--- config.mk ---
export PLATFORM = sky130hd
export DESIGN_NAME = lcis_host_flat
export DESIGN_NICKNAME = d
export VERILOG_FILES = /design/src/lcis_pkg.sv /design/src/lcis_link_if.sv /design/src/lcis_host.sv /design/src/flat_wrapper.sv
export VERILOG_INCLUDE_DIRS = /design/src
export SDC_FILE = /design/constraint.sdc
export NUM_CORES = 1
export LEC_CHECK = 0
export ABC_AREA = 1
export BUFFER_PORTS_ARGS = -buffer_cell sky130_fd_sc_hd__buf_2
export CORE_ASPECT_RATIO = 0.9
export CORE_MARGIN = 2
export CORE_UTILIZATION = 47
export CTS_CLUSTER_DIAMETER = 100
export CTS_CLUSTER_SIZE = 25
export DETAILED_ROUTE_END_ITERATION = 8
export HOLD_SLACK_MARGIN = 0.15
export MAX_ROUTING_LAYER = met4
export PLACE_DENSITY = 0.71
export SETUP_SLACK_MARGIN = 0.15
export SLEW_MARGIN = 20
export SYNTH_ARGS = -nofsm -noshare
export SYNTH_HDL_FRONTEND = slang
export SYNTH_SLANG_ARGS = --single-unit
--- constraint.sdc ---
create_clock -name clk -period 1.85 [get_ports clk]
set_input_delay 0.2775 -clock clk [delete_from_list [all_inputs] [get_ports clk]]
set_output_delay 0.2775 -clock clk [all_outputs]
set_load 0.01 [all_outputs]
--- src/lcis_map.svh ---
// lcis_map.svh: offsets, field positions, reset values and timing counts
// of the character lcd bring-up link. included by both link ends.
`ifndef LCIS_MAP_SVH
`define LCIS_MAP_SVH

// clock rate in MHz, 40 ns period
`define LCIS_CLK_MHZ      25
// least chip clear pulse and boot wait, microseconds
`define LCIS_T_RW_US      10
`define LCIS_RW_CYC       (`LCIS_T_RW_US * `LCIS_CLK_MHZ)
`define LCIS_T_BOOT_US    10
`define LCIS_BOOT_CYC     (`LCIS_T_BOOT_US * `LCIS_CLK_MHZ)
// wait before power control, milliseconds
`define LCIS_T_PWR_MS     20
`define LCIS_PWR_CYC      (`LCIS_T_PWR_MS * 1000 * `LCIS_CLK_MHZ)
// parallel write timing, nanoseconds, rounded up to cycles
`define LCIS_T_AW_NS      60
`define LCIS_AW_CYC       ((`LCIS_T_AW_NS * `LCIS_CLK_MHZ + 999) / 1000)
`define LCIS_T_CC_NS      150
`define LCIS_CC_CYC       ((`LCIS_T_CC_NS * `LCIS_CLK_MHZ + 999) / 1000)
`define LCIS_T_DH_NS      50
`define LCIS_DH_CYC       ((`LCIS_T_DH_NS * `LCIS_CLK_MHZ + 999) / 1000)
`define LCIS_T_CYC_NS     650
`define LCIS_CYC_CYC      ((`LCIS_T_CYC_NS * `LCIS_CLK_MHZ + 999) / 1000)
`define LCIS_GAP_CYC      (`LCIS_CYC_CYC - `LCIS_AW_CYC - `LCIS_CC_CYC - `LCIS_DH_CYC)
// serial write timing
`define LCIS_T_CSS_NS     150
`define LCIS_CSS_CYC      ((`LCIS_T_CSS_NS * `LCIS_CLK_MHZ + 999) / 1000)
`define LCIS_T_SHALF_NS   500
`define LCIS_SHALF_CYC    ((`LCIS_T_SHALF_NS * `LCIS_CLK_MHZ + 999) / 1000)
`define LCIS_T_CSH_NS     700
`define LCIS_CSH_CYC      ((`LCIS_T_CSH_NS * `LCIS_CLK_MHZ + 999) / 1000)

// command opcodes, upper nibble; bit 7 set means ram address setup
`define LCIS_OP_SYS       4'h1
`define LCIS_OP_STAT      4'h2
`define LCIS_OP_DISP      4'h3
`define LCIS_OP_PSAVE     4'h4
`define LCIS_OP_PWR       4'h5
`define LCIS_OP_VOL       4'h6
`define LCIS_ADDR_BIT     7
// ram clear values and layout
`define LCIS_BLANK        8'h20
`define LCIS_NULL         8'h00
`define LCIS_RAM_DEPTH    128
`define LCIS_TEXT_END     64

// avalon word offsets and fields
`define LCIS_REG_CTRL     2'h0
`define LCIS_REG_STATUS   2'h1
`define LCIS_REG_VOL      2'h2
`define LCIS_REG_WRITE    2'h3
`define LCIS_CTRL_START   0
`define LCIS_ST_BUSY      0
`define LCIS_ST_DONE      1
`define LCIS_WR_A0        8
`define LCIS_VOL_RST      4'h8
`define LCIS_CONTRAST_RST 4'h0

`endif

--- src/lcis_pkg.sv ---
// lcis_pkg: types shared by both ends of the lcd bring-up link.
// assumes nothing beyond a systemverilog compiler.
`default_nettype none
package lcis_pkg;
  typedef enum logic [1:0] {LCIS_M80, LCIS_M68, LCIS_SER} lcis_mode_t;
  typedef enum logic [3:0] {
    SQ_IDLE, SQ_CLEAR, SQ_BOOT, SQ_CMD, SQ_FILL, SQ_PWAIT, SQ_PWR, SQ_VOL, SQ_RAW
  } lcis_seq_t;
  typedef enum logic [2:0] {
    LK_IDLE, LK_SETUP, LK_PULSE, LK_HOLD, LK_GAP, LK_SLOW, LK_SHIGH
  } lcis_link_t;
endpackage
`default_nettype wire

--- src/lcis_link_if.sv ---
// lcis_link_if: parallel/serial write link between host and lcd device.
// assumes the bench joins the two ends; in serial mode bus[6] is the
// shift clock and bus[7] the shift data.
`default_nettype none
interface lcis_link_if;
  logic       cs_n;
  logic       cmd_data_select;
  logic       wr_strobe;
  logic       chip_clear_in_n;
  logic [7:0] bus;
  modport host (output cs_n, output cmd_data_select, output wr_strobe,
                output chip_clear_in_n, output bus);
  modport dev  (input cs_n, input cmd_data_select, input wr_strobe,
                input chip_clear_in_n, input bus);
endinterface
`default_nettype wire

--- src/lcis_host.sv ---
// lcis_host: host end; runs the lcd bring-up sequence and single writes.
// assumes an avalon-mm master on the register side and the device at the
// far end of the link. list of behaviour kept by the two ends:
// Contract
// reset leaves control off, font bank zero; chip clear here keeps osc_on_q and contrast_q
// host waits 10 us after reset
// static display command only in standby
// init: display on, contrast zero, oscillator on
// wait 20 ms, then power control on
// then write working contrast, init done
// clear: text 20h, glyph and symbol 00h
// ram not cleared by reset, host writes it
// address setup then data writes display data
// standby release commands in any order
// device takes 80, 68 or serial writes
// select and a0 may switch apart
// reset only when pulse exceeds 10 us
//
// Implementation choices: the register offsets and the Avalon-MM slave port.
`default_nettype none
`include "lcis_map.svh"
module lcis_host #(
  parameter int PWR_WAIT_CYC = `LCIS_PWR_CYC,
  parameter int RAM_DEPTH    = `LCIS_RAM_DEPTH,
  parameter int TEXT_END     = `LCIS_TEXT_END
) (
  input  wire logic                 clk,
  input  wire logic                 rst_n,
  lcis_link_if.host                 link,
  input  wire lcis_pkg::lcis_mode_t link_mode,
  input  wire logic [1:0]           avs_address,
  input  wire logic                 avs_read,
  input  wire logic                 avs_write,
  input  wire logic [31:0]          avs_writedata,
  output var  logic [31:0]          avs_readdata,
  output var  logic                 avs_waitrequest
);
  import lcis_pkg::*;

  lcis_seq_t  seq_q;
  lcis_link_t lk_q;
  logic [19:0] wt_q;
  logic [7:0]  idx_q;
  logic [9:0]  cnt_q;
  logic [2:0]  bit_q;
  logic        go_q;
  logic [8:0]  tx_q;
  logic        done_q;
  logic [3:0]  vol_q;
  logic        cs_n_q;
  logic        a0_q;
  logic        strobe_q;
  logic        clear_n_q;
  logic [7:0]  bus_q;
  logic        idle;
  logic        ready;
  logic        acc_wr;
  logic        start;
  logic        raw;
  logic        strobe_idle;

  assign link.cs_n = cs_n_q;
  assign link.cmd_data_select = a0_q;
  assign link.wr_strobe = strobe_q;
  assign link.chip_clear_in_n = clear_n_q;
  assign link.bus = bus_q;

  // fixed opening commands, indexed by step
  function automatic logic [7:0] open_cmd(input logic [2:0] i);
    case (i)
      3'h0:    return {`LCIS_OP_SYS, 4'h0};
      3'h1:    return {`LCIS_OP_DISP, 4'h1};
      3'h2:    return {`LCIS_OP_VOL, 4'h0};
      3'h3:    return {`LCIS_OP_PSAVE, 4'h1};
      default: return 8'h80;
    endcase
  endfunction

  // register writes that start link traffic wait for an idle link
  assign idle = (seq_q == SQ_IDLE) && (lk_q == LK_IDLE) && !go_q;
  assign ready = !avs_write || idle ||
                 (avs_address != `LCIS_REG_CTRL && avs_address != `LCIS_REG_WRITE);
  assign acc_wr = avs_write && !avs_waitrequest;
  assign start = acc_wr && avs_address == `LCIS_REG_CTRL &&
                 avs_writedata[`LCIS_CTRL_START];
  assign raw = acc_wr && avs_address == `LCIS_REG_WRITE;
  assign strobe_idle = (link_mode != LCIS_M68);

  // avalon slave: waitrequest drops for one cycle per accepted transfer
  always_ff @(posedge clk or negedge rst_n) begin
    if (!rst_n) begin
      avs_waitrequest <= 1'b1;
      avs_readdata <= 32'h0000_0000;
    end else if ((avs_read || avs_write) && avs_waitrequest && ready) begin
      avs_waitrequest <= 1'b0;
      avs_readdata <= 32'h0000_0000;
      if (avs_read) begin
        case (avs_address)
          `LCIS_REG_STATUS: begin
            avs_readdata[`LCIS_ST_BUSY] <= !idle;
            avs_readdata[`LCIS_ST_DONE] <= done_q;
          end
          `LCIS_REG_VOL: avs_readdata[3:0] <= vol_q;
          default: avs_readdata <= 32'h0000_0000;
        endcase
      end
    end else begin
      avs_waitrequest <= 1'b1;
    end
  end

  // working contrast value, kept for the last step
  always_ff @(posedge clk or negedge rst_n) begin
    if (!rst_n) begin
      vol_q <= `LCIS_VOL_RST;
    end else if (acc_wr && avs_address == `LCIS_REG_VOL) begin
      vol_q <= avs_writedata[3:0];
    end
  end

  // bring-up sequencer, hands one byte at a time to the link engine
  always_ff @(posedge clk or negedge rst_n) begin
    if (!rst_n) begin
      seq_q <= SQ_IDLE;
      wt_q <= 20'h00000;
      idx_q <= 8'h00;
      go_q <= 1'b0;
      tx_q <= 9'h000;
      done_q <= 1'b0;
      clear_n_q <= 1'b1;
    end else begin
      go_q <= 1'b0;
      case (seq_q)
        SQ_IDLE: begin
          if (start) begin
            done_q <= 1'b0;
            clear_n_q <= 1'b0;
            wt_q <= 20'h00000;
            seq_q <= SQ_CLEAR;
          end else if (raw) begin
            go_q <= 1'b1;
            tx_q <= {avs_writedata[`LCIS_WR_A0], avs_writedata[7:0]};
            seq_q <= SQ_RAW;
          end
        end
        SQ_CLEAR: begin
          if (wt_q == 20'(`LCIS_RW_CYC + 1)) begin
            clear_n_q <= 1'b1;
            wt_q <= 20'h00000;
            seq_q <= SQ_BOOT;
          end else begin
            wt_q <= wt_q + 20'h00001;
          end
        end
        SQ_BOOT: begin
          if (wt_q == 20'(`LCIS_BOOT_CYC)) begin
            idx_q <= 8'h00;
            seq_q <= SQ_CMD;
          end else begin
            wt_q <= wt_q + 20'h00001;
          end
        end
        SQ_CMD: begin
          if (lk_q == LK_IDLE && !go_q) begin
            go_q <= 1'b1;
            tx_q <= {1'b0, open_cmd(idx_q[2:0])};
            idx_q <= idx_q + 8'h01;
            if (idx_q == 8'h04) begin
              idx_q <= 8'h00;
              seq_q <= SQ_FILL;
            end
          end
        end
        SQ_FILL: begin
          if (lk_q == LK_IDLE && !go_q) begin
            go_q <= 1'b1;
            tx_q <= {1'b1, (idx_q < 8'(TEXT_END)) ? `LCIS_BLANK : `LCIS_NULL};
            idx_q <= idx_q + 8'h01;
            wt_q <= 20'h00000;
            if (idx_q == 8'(RAM_DEPTH - 1)) begin
              seq_q <= SQ_PWAIT;
            end
          end
        end
        SQ_PWAIT: begin
          if (lk_q == LK_IDLE && !go_q) begin
            if (wt_q == 20'(PWR_WAIT_CYC)) begin
              seq_q <= SQ_PWR;
            end else begin
              wt_q <= wt_q + 20'h00001;
            end
          end
        end
        SQ_PWR: begin
          go_q <= 1'b1;
          tx_q <= {1'b0, `LCIS_OP_PWR, 4'h7};
          seq_q <= SQ_VOL;
        end
        SQ_VOL: begin
          if (lk_q == LK_IDLE && !go_q) begin
            go_q <= 1'b1;
            tx_q <= {1'b0, `LCIS_OP_VOL, vol_q};
            done_q <= 1'b1;
            seq_q <= SQ_RAW;
          end
        end
        SQ_RAW: begin
          if (lk_q == LK_IDLE && !go_q) begin
            seq_q <= SQ_IDLE;
          end
        end
        default: seq_q <= SQ_IDLE;
      endcase
    end
  end

  // link engine: one write per go, parallel strobe or 8 serial clocks
  always_ff @(posedge clk or negedge rst_n) begin
    if (!rst_n) begin
      lk_q <= LK_IDLE;
      cnt_q <= 10'h000;
      bit_q <= 3'h0;
      cs_n_q <= 1'b1;
      a0_q <= 1'b0;
      strobe_q <= 1'b1;
      bus_q <= 8'h00;
    end else begin
      case (lk_q)
        LK_IDLE: begin
          strobe_q <= strobe_idle;
          if (go_q) begin
            cs_n_q <= 1'b0;
            a0_q <= tx_q[8];
            bit_q <= 3'h7;
            lk_q <= LK_SETUP;
            if (link_mode == LCIS_SER) begin
              bus_q <= {tx_q[7], 1'b0, 6'h00};
              cnt_q <= 10'(`LCIS_CSS_CYC - 1);
            end else begin
              bus_q <= tx_q[7:0];
              cnt_q <= 10'(`LCIS_AW_CYC - 1);
            end
          end
        end
        LK_SETUP: begin
          if (cnt_q != 10'h000) begin
            cnt_q <= cnt_q - 10'h001;
          end else if (link_mode == LCIS_SER) begin
            cnt_q <= 10'(`LCIS_SHALF_CYC - 1);
            lk_q <= LK_SLOW;
          end else begin
            strobe_q <= !strobe_idle;
            cnt_q <= 10'(`LCIS_CC_CYC - 1);
            lk_q <= LK_PULSE;
          end
        end
        LK_PULSE: begin
          if (cnt_q != 10'h000) begin
            cnt_q <= cnt_q - 10'h001;
          end else begin
            strobe_q <= strobe_idle;
            cnt_q <= 10'(`LCIS_DH_CYC - 1);
            lk_q <= LK_HOLD;
          end
        end
        LK_SLOW: begin
          if (cnt_q != 10'h000) begin
            cnt_q <= cnt_q - 10'h001;
          end else begin
            bus_q[6] <= 1'b1;
            cnt_q <= 10'(`LCIS_SHALF_CYC - 1);
            lk_q <= LK_SHIGH;
          end
        end
        LK_SHIGH: begin
          if (cnt_q != 10'h000) begin
            cnt_q <= cnt_q - 10'h001;
          end else if (bit_q == 3'h0) begin
            cnt_q <= 10'(`LCIS_CSH_CYC - 1);
            lk_q <= LK_HOLD;
          end else begin
            bus_q <= {tx_q[bit_q - 3'h1], 1'b0, 6'h00};
            bit_q <= bit_q - 3'h1;
            cnt_q <= 10'(`LCIS_SHALF_CYC - 1);
            lk_q <= LK_SLOW;
          end
        end
        LK_HOLD: begin
          if (cnt_q != 10'h000) begin
            cnt_q <= cnt_q - 10'h001;
          end else begin
            cs_n_q <= 1'b1;
            cnt_q <= 10'(`LCIS_GAP_CYC - 1);
            lk_q <= LK_GAP;
          end
        end
        LK_GAP: begin
          if (cnt_q != 10'h000) begin
            cnt_q <= cnt_q - 10'h001;
          end else begin
            bus_q <= 8'h00;
            lk_q <= LK_IDLE;
          end
        end
        default: lk_q <= LK_IDLE;
      endcase
    end
  end
endmodule // lcis_host
`default_nettype wire

--- src/flat_wrapper.sv ---
// flat-port wrapper written by rule: the top's interface ports become plain ports
module lcis_host_flat import lcis_pkg::*;
#(
  parameter int PWR_WAIT_CYC = `LCIS_PWR_CYC,
  parameter int RAM_DEPTH    = `LCIS_RAM_DEPTH,
  parameter int TEXT_END     = `LCIS_TEXT_END
)
  (clk, rst_n, link_mode, avs_address, avs_read, avs_write, avs_writedata, avs_readdata, avs_waitrequest, link_cs_n, link_cmd_data_select, link_wr_strobe, link_chip_clear_in_n, link_bus);
  lcis_link_if link_i ();
  input  wire logic clk;
  input  wire logic rst_n;
  input  wire lcis_pkg::lcis_mode_t link_mode;
  input  wire logic [1:0] avs_address;
  input  wire logic avs_read;
  input  wire logic avs_write;
  input  wire logic [31:0] avs_writedata;
  output var  logic [31:0] avs_readdata;
  output var  logic avs_waitrequest;
  output wire logic [$bits(link_i.cs_n)-1:0] link_cs_n;
  output wire logic [$bits(link_i.cmd_data_select)-1:0] link_cmd_data_select;
  output wire logic [$bits(link_i.wr_strobe)-1:0] link_wr_strobe;
  output wire logic [$bits(link_i.chip_clear_in_n)-1:0] link_chip_clear_in_n;
  output wire logic [$bits(link_i.bus)-1:0] link_bus;
  assign link_cs_n = link_i.cs_n;
  assign link_cmd_data_select = link_i.cmd_data_select;
  assign link_wr_strobe = link_i.wr_strobe;
  assign link_chip_clear_in_n = link_i.chip_clear_in_n;
  assign link_bus = link_i.bus;
  lcis_host #(.PWR_WAIT_CYC(PWR_WAIT_CYC), .RAM_DEPTH(RAM_DEPTH), .TEXT_END(TEXT_END)) u_core (.clk(clk), .rst_n(rst_n), .link(link_i), .link_mode(link_mode), .avs_address(avs_address), .avs_read(avs_read), .avs_write(avs_write), .avs_writedata(avs_writedata), .avs_readdata(avs_readdata), .avs_waitrequest(avs_waitrequest));
endmodule
# Word-level counts from Yosys, hierarchy flattened
# Cells that the tools add are included.
# word_totals
ff_bits	108
latchBits	0
ram_bits	0
mem_bits_ro	0
input_bits	40
out_inout_bits	45
word_cells	218
memories	0
# classes
addsub	4
mul	0
n_div	0
n_lt_le_gt_ge	2
eq_ne	54
shifts	0
mux	88
bitwise_logic	0
n_reduce_logical	52
# ops
op	n
$mux W20	6
$pmux W20 S5	1
$mux W10	7
$pmux W10 S7	1
$mux W8	8
$mux W4	14
$mux W9	5
$pmux W9 S5	1
$eq A20 B8 Y1 const B	2
$mux W3	12
$pmux W4 S9	1
$pmux W8 S4	1
$ne A2 B1 Y1 const B	15
$ne A2 B2 Y1 const B	12
$pmux W8 S3	1
$pmux W3 S7	1
$add A20 B1 Y20 const B	1
$eq A20 B19 Y1 const B	1
$pmux W6 S3	1
$reduce_and A6 Y1	3
$eq A4 B3 Y1 const B	4
$mux W1	13
$eq A3 B2 Y1 const B	4
$reduce_and A3 Y1	4
43 further kinds	81

# Longest topological paths before layout
# Gate-level depths: netlist (run 1).
# logic_depth
ltp_word	7
ltp_mapped	13
mapped_depth_nobuf	13

# Least setup slack after synthesis (run 1)
# Ideal clock, no wire load.
# synth_path
path_type	reg-to-reg
start	register u_core.cnt_q[0]
end	register u_core.bus_q[1] (netlist: u_core.link.bus[1])
setup_time_ns	0.126
t_arrival_ns	1.478
t_required_ns	1.724
path_slack_ns	0.246
stages_incl_launch_ff	13
path_buffers	1
period_less_slack_ns	1.604
path_cell_list	dfrtp_1 > inv_1 > ha_1 > nand2_1 > inv_1 > nand2_1 > nor2_1 > nand2_1 > nand2_1 > nand2_1 > buf_2 > nand2_1 > o21ai_0
# synth_via
elab_chain_cells	3
elab_cells_between_ends	4
cone_classes	eq/ne (2); reduce/logical (2)
# synth_rtl
element	line_no	rtl
start, declared	lcis_host.sv:44	logic [9:0] cnt_q;
start signal, assigned	lcis_host.sv:238	cnt_q <= 10'(`LCIS_CSS_CYC - 1);
start signal, assigned	lcis_host.sv:241	cnt_q <= 10'(`LCIS_AW_CYC - 1);
start signal, assigned	lcis_host.sv:247	cnt_q <= cnt_q - 10'h001;
$reduce_bool A10 Y1 *	lcis_host.sv:276, lcis_host.sv:298	
$ne A2 B2 Y1 (no source line)	--	
$reduce_and A5 Y1 (no source line) *	--	
end signal, assigned	lcis_host.sv:237	bus_q <= {tx_q[7], 1'b0, 6'h00};
end signal, assigned	lcis_host.sv:240	bus_q <= tx_q[7:0];
end signal, assigned	lcis_host.sv:282	bus_q <= {tx_q[bit_q - 3'h1], 1'b0, 6'h00};
end, declared	lcis_host.sv:54	logic [7:0] bus_q;
# Mark *: on every way between the ends. The rest lies on a longest branch, timed or not.
# A chain may end at the register's enable or synchronous reset.

# Final worst setup path (run 1)
# layout_path
start	register u_core.seq_q[2]
end	register u_core.wt_q[6]
# layout_via
elab_chain_cells	3
elab_cells_between_ends	13
cone_classes	eq/ne (9); mux (1); reduce/logical (3)
# layout_rtl
element	line_no	rtl
start, declared	lcis_host.sv:40	lcis_seq_t seq_q;
start signal, assigned	lcis_host.sv:124	seq_q <= SQ_IDLE;
start signal, assigned	lcis_host.sv:139	seq_q <= SQ_CLEAR;
start signal, assigned	lcis_host.sv:143	seq_q <= SQ_RAW;
$eq A4 B1 Y1 (tied with other cells)	lcis_host.sv:133	case (seq_q)
$reduce_bool A5 Y1 (no source line) (tied with other cells)	--	
$reduce_and A6 Y1 (no source line)	--	
end signal, assigned	lcis_host.sv:152	wt_q <= wt_q + 20'h00001;
end signal, assigned	lcis_host.sv:160	wt_q <= wt_q + 20'h00001;
end signal, assigned	lcis_host.sv:190	wt_q <= wt_q + 20'h00001;
end, declared	lcis_host.sv:42	logic [19:0] wt_q;
# Several ways; a longest one is shown, not always the timed one.

==> results.json, run 1 <==
{
  "synth-edff-count": 0,
  "cp_max_fo": 6,
  "drt_wl_total_um": 13920,
  "cap_violations": 0,
  "synth_ff_type": "dfrtp_1",
  "drtAntennaViolNets": 0,
  "critPathKind": "flop to flop",
  "drtPass1Iterations": 5,
  "cts_buffer_depth": 2,
  "yosys_warnings": 0,
  "drt-initial-drc-count": 385,
  "post-dp-hpwl_um": 9935,
  "ys_ff_latch": 80,
  "fin_hold_ws_ns": 0.1801,
  "hold_start": "avs_writedata[3]",
  "startpoint": "u_core.seq_q[2]$_DFFE_PN0P_",
  "drc": 0,
  "design_area_um2": 7004,
  "crit_path_start_kind": "flop",
  "r2r_start": "u_core.seq_q[2]$_DFFE_PN0P_",
  "p_leak_nw": 3.498,
  "htreeDepth": 3,
  "die_h_um": 106.9,
  "initial_core_util": 0.4839,
  "grt_pass1_wl_um": 21670,
  "rsz0062_at_grt": "true",
  "fmax_ghz": 0.5498,
  "die_area_um2": 12660,
  "finalCriticalPeriod_ns": 1.819,
  "fin_nets": 974,
  "io_pins": 85,
  "place.gp.congestion": 0.9216,
  "cts_tree": "yes",
  "grt.total_usage": 0.2206,
  "vias": 5396,
  "cts_buffers": 9,
  "place_area_um2": 6152,
  "ys_seq_area_frac": 0.3630,
  "irDropWorstVdd_mv": 0.7148,
  "endpoint_kind": "flop",
  "place_ws_ns": 0.08715,
  "hold_class": "input port to flop",
  "period_share": 0.9831,
  "syn_avg_cell_area_um2": 6.839,
  "utilization": 0.6125,
  "postLayoutSetupSlackWorst_ns": 0.03127,
  "viasPerCell": 4.996,
  "grt_max_degree": 39,
  "power_per_cell_area_nw_per_um2": 1318,
  "layout-drive-gt1-share": 0.2511,
  "clock_latency_ns": 0.35,
  "outcome": "completed",
  "cts-root-buf": "clkbuf_16",
  "overflow": 0,
  "cp_data_required_time_ns": 2.08,
  "port_buffers": 33,
  "syn2layout_area_growth_pct": 26.59,
  "slew_viol_final": 0,
  "total_power_mw": 9.232,
  "finalSetupViolations": 0,
  "tightest_slew_ns": 0.5060,
  "fill_cells": 1043,
  "hold_viol": 0,
  "skew_ns": 0.01013,
  "clock-sinks": 80,
  "antenna_found_initial": 0,
  "synth.cell_area_um2": 5533,
  "dieWidth_um": 118.4,
  "core_area_um2": 11430,
  "arrival_ns": 2.05,
  "synth_cell_types": 42,
  "synth_cells": 809,
  "rows": 37,
  "async_flop_share": 1.000,
  "first_global_vias": 4613,
  "antennaDiodeCount": 0,
  "wl_per_cell_um": 12.89,
  "clk_pin_slew_ns": 0.07,
  "relSlewSlack": 0.6627
}
==> logic make-up (layout without fill, tap and decap cells) <==
kind of cell / count (synthesis) / count (layout) / synth area share
flip-flops: 80 / 80 / 0.3630
AND/OR/NAND/NOR: 448 / 448 / 0.3376
buffers and inverters: 135 / 223 / 0.1187
adder cells (fa/ha/maj): 15 / 15 / 0.03392
other: 1 / 28 / 0.0006778
AO/OA/AOI/OAI: 106 / 106 / 0.1067
XOR/XNOR: 21 / 21 / 0.03324
multiplexers: 3 / 3 / 0.006105
==> area by class of cell <==
cell class | count | area [um2] | share of cell area
multi-input cells | 621 | 3238 | 0.4623
well taps | 156 | 195.2 | 0.02787
clock buffers | 9 | 225.2 | 0.03215
repair buffers | 112 | 838.3 | 0.1197
inverters | 95 | 369.1 | 0.05270
flip-flops and latches | 80 | 2014 | 0.2876
clock inverters | 7 | 123.9 | 0.01768
==> worst paths after layout <==
| kind | end | slack [ns] | cells after the start |
|---|---|---|---|
| worst min-delay path | u_core.vol_q[3]$_DFFE_PN1P_ | 0.18 | 2 |
| worst min register to register | u_core.link.bus[2]$_DFFE_PN0P_ | 0.48 | 2 |
| max in group asynchronous | u_core.avs_waitrequest$_DFF_PN1_ | 0.75 | 3 |
| worst max register to register | u_core.wt_q[6]$_DFFE_PN0P_ | 0.03 | 11 |
| worst max-delay path | u_core.wt_q[6]$_DFFE_PN0P_ | 0.03 | 11 |
| min in group asynchronous | u_core.wt_q[16]$_DFFE_PN0P_ | 0.44 | 2 |
==> stage by stage <==
stage                     std cells  setup TNS (ns)
after floorplan                 836               0
after global placement         1042               0
after detailed placement       1042               0
after CTS                      1062               0
after global routing           1080        -0.04967
final                          1080               0
==> layout by cell type, fill, tap and decap left out, types with 27 or more instances in the layout <==
| cell | Yosys | final |
|---|---|---|
| nor2_1 | 113 | 93 |
| nand3_1 | 42 | 37 |
| o21ai_0 | 50 | 43 |
| inv_1 | 88 | 80 |
| a21oi_1 | 29 | 27 |
| dfrtp_1 | 75 | 70 |
| buf_4 | 30 | 67 |
| buf_2 | 3 | 32 |
| nand2_1 | 253 | 229 |
| conb_1 | 1 | 28 |
==> where the power goes <==
group          leakage, nW  switching, mW  internal, mW  total [mW]
clock                0.167          0.785          1.33        2.12
combinational         2.31           2.63          1.83        4.46
sequential            1.02          0.381          2.27        2.65
total                 3.50           3.79          5.44        9.23
==> worst max-delay path: stages (launching register included) <==
cell and delay (ns):
dfrtp_1 0.44, inv_2 0.15, nand2_4 0.08, nor3_4 0.21
buf_6 0.13, nand4_1 0.08, nand2_1 0.12, nor2_4 0.06
buf_12 0.14, buf_6 0.12, nand2_1 0.07, o21ai_0 0.09
==> per-layer routing <==
metal,share of wire,vias to the layer above,global-route usage
met2,0.46,165,0.3361
met1,0.47,2479,0.2956
li1,-,2730,-
met4,0.013,0,0.05077
met3,0.058,22,0.05904
met5,0,-,-
==> state kept, by name, summed over array words and instances (netlist names) <==
name	cells
u_core.tx_q	9
u_core.link.bus	8
u_core.lk_q	3
u_core.vol_q	4
u_core.link.cmd_data_select	1
u_core.cnt_q	10
u_core.done_q	1
u_core.avs_waitrequest	1
u_core.wt_q	20
u_core.avs_readdata	4
u_core.seq_q	4
u_core.link.wr_strobe	1
u_core.idx_q	8
u_core.link.chip_clear_in_n	1
u_core.bit_q	3
u_core.link.cs_n	1
u_core.go_q	1
==> Yosys cell counts, types with 2 or more instances <==
| master | number | share of area |
|---|---|---|
| buf_2 | 3 | 0.0027 |
| nand4_1 | 10 | 0.011 |
| mux2_2 | 3 | 0.0061 |
| buf_4 | 30 | 0.041 |
| a31oi_1 | 4 | 0.0045 |
| or2_2 | 4 | 0.0045 |
| buf_6 | 4 | 0.0081 |
| o31ai_1 | 6 | 0.0081 |
| a22oi_1 | 3 | 0.0041 |
| o211ai_1 | 5 | 0.0068 |
| clkbuf_1 | 2 | 0.0014 |
| nor2_1 | 113 | 0.077 |
| xor2_1 | 13 | 0.021 |
| o21ai_0 | 50 | 0.045 |
| ha_1 | 15 | 0.034 |
| nand3_2 | 2 | 0.0036 |
| nor3_2 | 2 | 0.0036 |
| a21oi_1 | 29 | 0.026 |
| nor2_4 | 3 | 0.0061 |
| dfrtp_1 | 75 | 0.34 |
| nand2_2 | 3 | 0.0034 |
| nand2_1 | 253 | 0.17 |
| nand3_1 | 42 | 0.038 |
| inv_2 | 6 | 0.0041 |
| o21bai_1 | 4 | 0.0054 |
| nor3_1 | 7 | 0.0063 |
| xnor2_1 | 8 | 0.013 |
| nor2_2 | 5 | 0.0057 |
| inv_1 | 88 | 0.060 |
| dfstp_2 | 5 | 0.024 |
==> what timing repair did <==
action,CTS,global route
gates cloned,0,2
endpoints found under the setup margin,45,68
pin swaps,2,21
endpoints found under the hold margin,34,0
hold buffers,1,0
gates resized for setup,6,108
buffers inserted,3,16
Power figures use the tool's default switching activity.
==> inputs of run 2 (changes only) <==
--- a/config.mk
+++ b/config.mk
@@ -6,7 +6,6 @@
 export SDC_FILE = /design/constraint.sdc
 export NUM_CORES = 1
 export LEC_CHECK = 0
-export ABC_AREA = 1
 export BUFFER_PORTS_ARGS = -buffer_cell sky130_fd_sc_hd__buf_2
 export CORE_ASPECT_RATIO = 0.9
 export CORE_MARGIN = 2
==> results.json, run 2 <==
{
  "outcome": "finished, violations left",
  "violations": "setup timing",
  "vias": 5691,
  "arrival_ns": 2.51,
  "cts_tree": "yes",
  "power_per_cell_area_nw_per_um2": 1293,
  "antennaDiodeCount": 0,
  "drtAntennaViolNets": 0,
  "relSlewSlack": 0.5797,
  "fin_hold_ws_ns": 0.1890,
  "path_delay_family": "simple AND/OR/NAND/NOR gates",
  "port_buffers": 33,
  "yosys_warnings": 0,
  "sw_frac_of_total": 0.4066,
  "post-dp-hpwl_um": 10980,
  "finalSetupViolations": 72,
  "place_area_um2": 6715,
  "cpPeakStageDelay_ns": 0.51,
  "endpoint": "u_core.cnt_q[3]$_DFFE_PN0P_",
  "worstRegToRegCells": 8,
  "startpoint": "u_core.cnt_q[0]$_DFFE_PN0P_",
  "tightest_slew_ns": 0.6291,
  "clock-sinks": 80,
  "async_flop_share": 1.000,
  "placedCellCount": 922,
  "syn2layout_area_growth_pct": 50.79,
  "initial_core_util": 0.4770,
  "syn_avg_cell_area_um2": 8.718,
  "grt_pass1_wl_um": 25600,
  "finalCriticalPeriod_ns": 2.257,
  "ys_seq_area_frac": 0.3727,
  "rsz0062_at_grt": "true",
  "area.sequential_um2": 2013,
  "synth.cell_area_um2": 5388,
  "crit_slowest_cell": "or4b_4",
  "p_int_mw": 6.233,
  "fin_nets": 871,
  "largest_reg_flops": 20,
  "core_area_um2": 11300,
  "final_common_cell": "buf_4",
  "drt-initial-drc-count": 502,
  "r2r_start": "u_core.cnt_q[0]$_DFFE_PN0P_",
  "r2r_slack_ns": -0.41,
  "first_global_vias": 5393,
  "design_area_um2": 8124,
  "overflow": 0,
  "power_frac_comb": 0.561,
  "hold_depth": 2,
  "synth_ff_type": "dfrtp_1",
  "synthTopCellsByArea": "dfrtp_1, o21ai_0, buf_4, nand2_1, ha_1",
  "cts-root-buf": "clkbuf_16",
  "drtPass1Iterations": 5,
  "antenna_found_initial": 0,
  "utilization": 0.7192,
  "cts_buffer_depth": 2,
  "yosysMostFrequentCell": "dfrtp_1",
  "synth-edff-count": 0,
  "rows": 37,
  "hold_viol": 0,
  "clk_pin_slew_ns": 0.07,
  "p_clk_frac": 0.183,
  "synth.top_cell.area_share": 0.3484,
  "dr_wl_met2_um": 9090,
  "finalNonFillerCells": 977,
  "power_switching_mw": 4.272,
  "dieWidth_um": 116.9,
  "cp_max_fo": 8,
  "met1_length_um": 7227,
  "io_pins": 85,
  "endpoint_kind": "flop",
  "cap_violations": 0,
  "critPathKind": "flop to flop",
  "reg_top3": "u_core.wt_q (20), u_core.cnt_q (10), u_core.tx_q (9)",
  "critical_path_depth": 8,
  "layout-drive-gt1-share": 0.4641,
  "skew_ns": 0.01077,
  "synth_cells": 618,
  "synth_cell_types": 80,
  "viasPerCell": 5.825,
  "layout_common_cells": "buf_4, dfrtp_1, nand2_1",
  "synth_common_cells": "dfrtp_1, nand2_1, o21ai_0",
  "irDropWorstVdd_mv": 1.164,
  "hold_class": "input port to flop",
  "ys_ff_latch": 80,
  "grt.total_usage": 0.2720,
  "multi_input_area_um2": 3694,
  "cp_data_required_time_ns": 2.10,
  "slew_viol_final": 0,
  "fmax_ghz": 0.4431,
  "die_h_um": 105.6,
  "postLayoutSetupSlackWorst_ns": -0.4069,
  "die_area_um2": 12340,
  "crit_path_start_kind": "flop",
  "dr_wl_met3_um": 990,
  "synth_top_area_cell": "dfrtp_1",
  "fill_cells": 760,
  "place.gp.congestion": 0.9597,
  "tns_ns": -18.45,
  "grt_max_degree": 37,
  "period_share": 1.220,
  "crit_buf_inv": 2,
  "wl_per_cell_um": 18.13,
  "worstReg2RegEnd": "u_core.cnt_q[3]$_DFFE_PN0P_",
  "highest_layer": "met4",
  "drt_wl_total_um": 17710,
  "cts_buffers": 9,
  "htreeDepth": 3,
  "regMostFlops": "u_core.wt_q",
  "clock_latency_ns": 0.36,
  "p_leak_nw": 3.728,
  "p_seq_frac": 0.256,
  "drc": 0,
  "crit_chain": "inv_2 -> ha_4 -> or4b_4 -> or3_1 -> buf_6 -> a221oi_4 -> a2111oi_2 -> a21o_1"
}
==> run 2: changes by cell type in the layout (fill, tap and decap cells not counted), sizes merged, moves of 11 or more <==
cell and change:
nor2 -74, inv -66, nand3 -19, o31ai +11, nor3 +11, o21ai +17
nand2 -197, mux2 +11, xor2 -12, buf +109
==> run 2: per-stage QoR <==
stage,worst slack [ns],power [mW]
after floorplan,-0.3486,5.502
after global placement,-0.4922,7.087
after detailed placement,-0.6556,7.273
after CTS,-0.4078,9.915
after global routing,-0.4727,11.06
final,-0.4069,10.50
==> run 2: layout make-up <==
type	count	area share
Inverter	26	0.01201
Timing Repair Buffer	221	0.2233
Clock buffer	9	0.02772
Clock inverter	7	0.01047
Tap cell	156	0.02403
Multi-Input combinational cell	478	0.4546
Sequential cell	80	0.2478
==> run 2: timing repair <==
item | CTS | global route
pin swaps | 40 | 50
hold endpoints to repair | 33 | 0
buffers inserted | 18 | 17
gates cloned | 3 | 0
hold buffers | 1 | 0
setup endpoints to repair | 74 | 75
gates resized for setup | 108 | 88
==> run 2: per-layer routing <==
metal | vias to the layer above | GRT usage
li1 | 2598 | -
met1 | 2823 | 0.3242
met2 | 229 | 0.4579
met3 | 41 | 0.05290
met4 | 0 | 0.09496
met5 | - | -
==> run 2: worst min path at each step <==
stage,startpoint,to,slack (ns)
after floorplan,rst_n,u_core.avs_readdata[0]$_DFFE_PN0P_,-0.02
after global placement,rst_n,u_core.link.bus[3]$_DFFE_PN0P_,0.26
after detailed placement,rst_n,u_core.link.bus[3]$_DFFE_PN0P_,0.27
after CTS,avs_writedata[3],u_core.vol_q[3]$_DFFE_PN1P_,0.19
after global routing,avs_writedata[3],u_core.vol_q[3]$_DFFE_PN1P_,0.19
final,avs_writedata[3],u_core.vol_q[3]$_DFFE_PN1P_,0.19
==> run 2: cell families (layout without fill, tap and decap cells) <==
family | count (synthesis) | in the layout | share of synthesized area
compound gates | 178 | 179 | 0.2134
xor+xnor | 3 | 3 | 0.004878
fa+ha+maj | 15 | 15 | 0.03484
buf+inv | 88 | 263 | 0.08685
flops | 80 | 80 | 0.3727
mux | 26 | 26 | 0.05829
other cells | 1 | 28 | 0.0006960
simple gates | 227 | 227 | 0.2283
==> run 2: worst register-to-register path, cell delays in order (launching register included) <==
cell,delay (ns)
dfrtp_1,0.40
inv_2,0.08
ha_4,0.13
or4b_4,0.51
or3_1,0.35
buf_6,0.17
a221oi_4,0.26
a2111oi_2,0.07
a21o_1,0.18
==> run 2: power groups by stage <==
| stage | clock network, mW | registers (mW) | logic [mW] |
|---|---|---|---|
| 3_3_place_gp | 0 | 2.64 | 4.45 |
| 6_report | 1.93 | 2.69 | 5.89 |
| 3_5_place_dp | 0 | 2.67 | 4.61 |
| 4_1_cts | 1.94 | 2.67 | 5.31 |
| 5_1_grt | 2.01 | 2.75 | 6.31 |
| 2_1_floorplan | 0 | 2.64 | 2.86 |
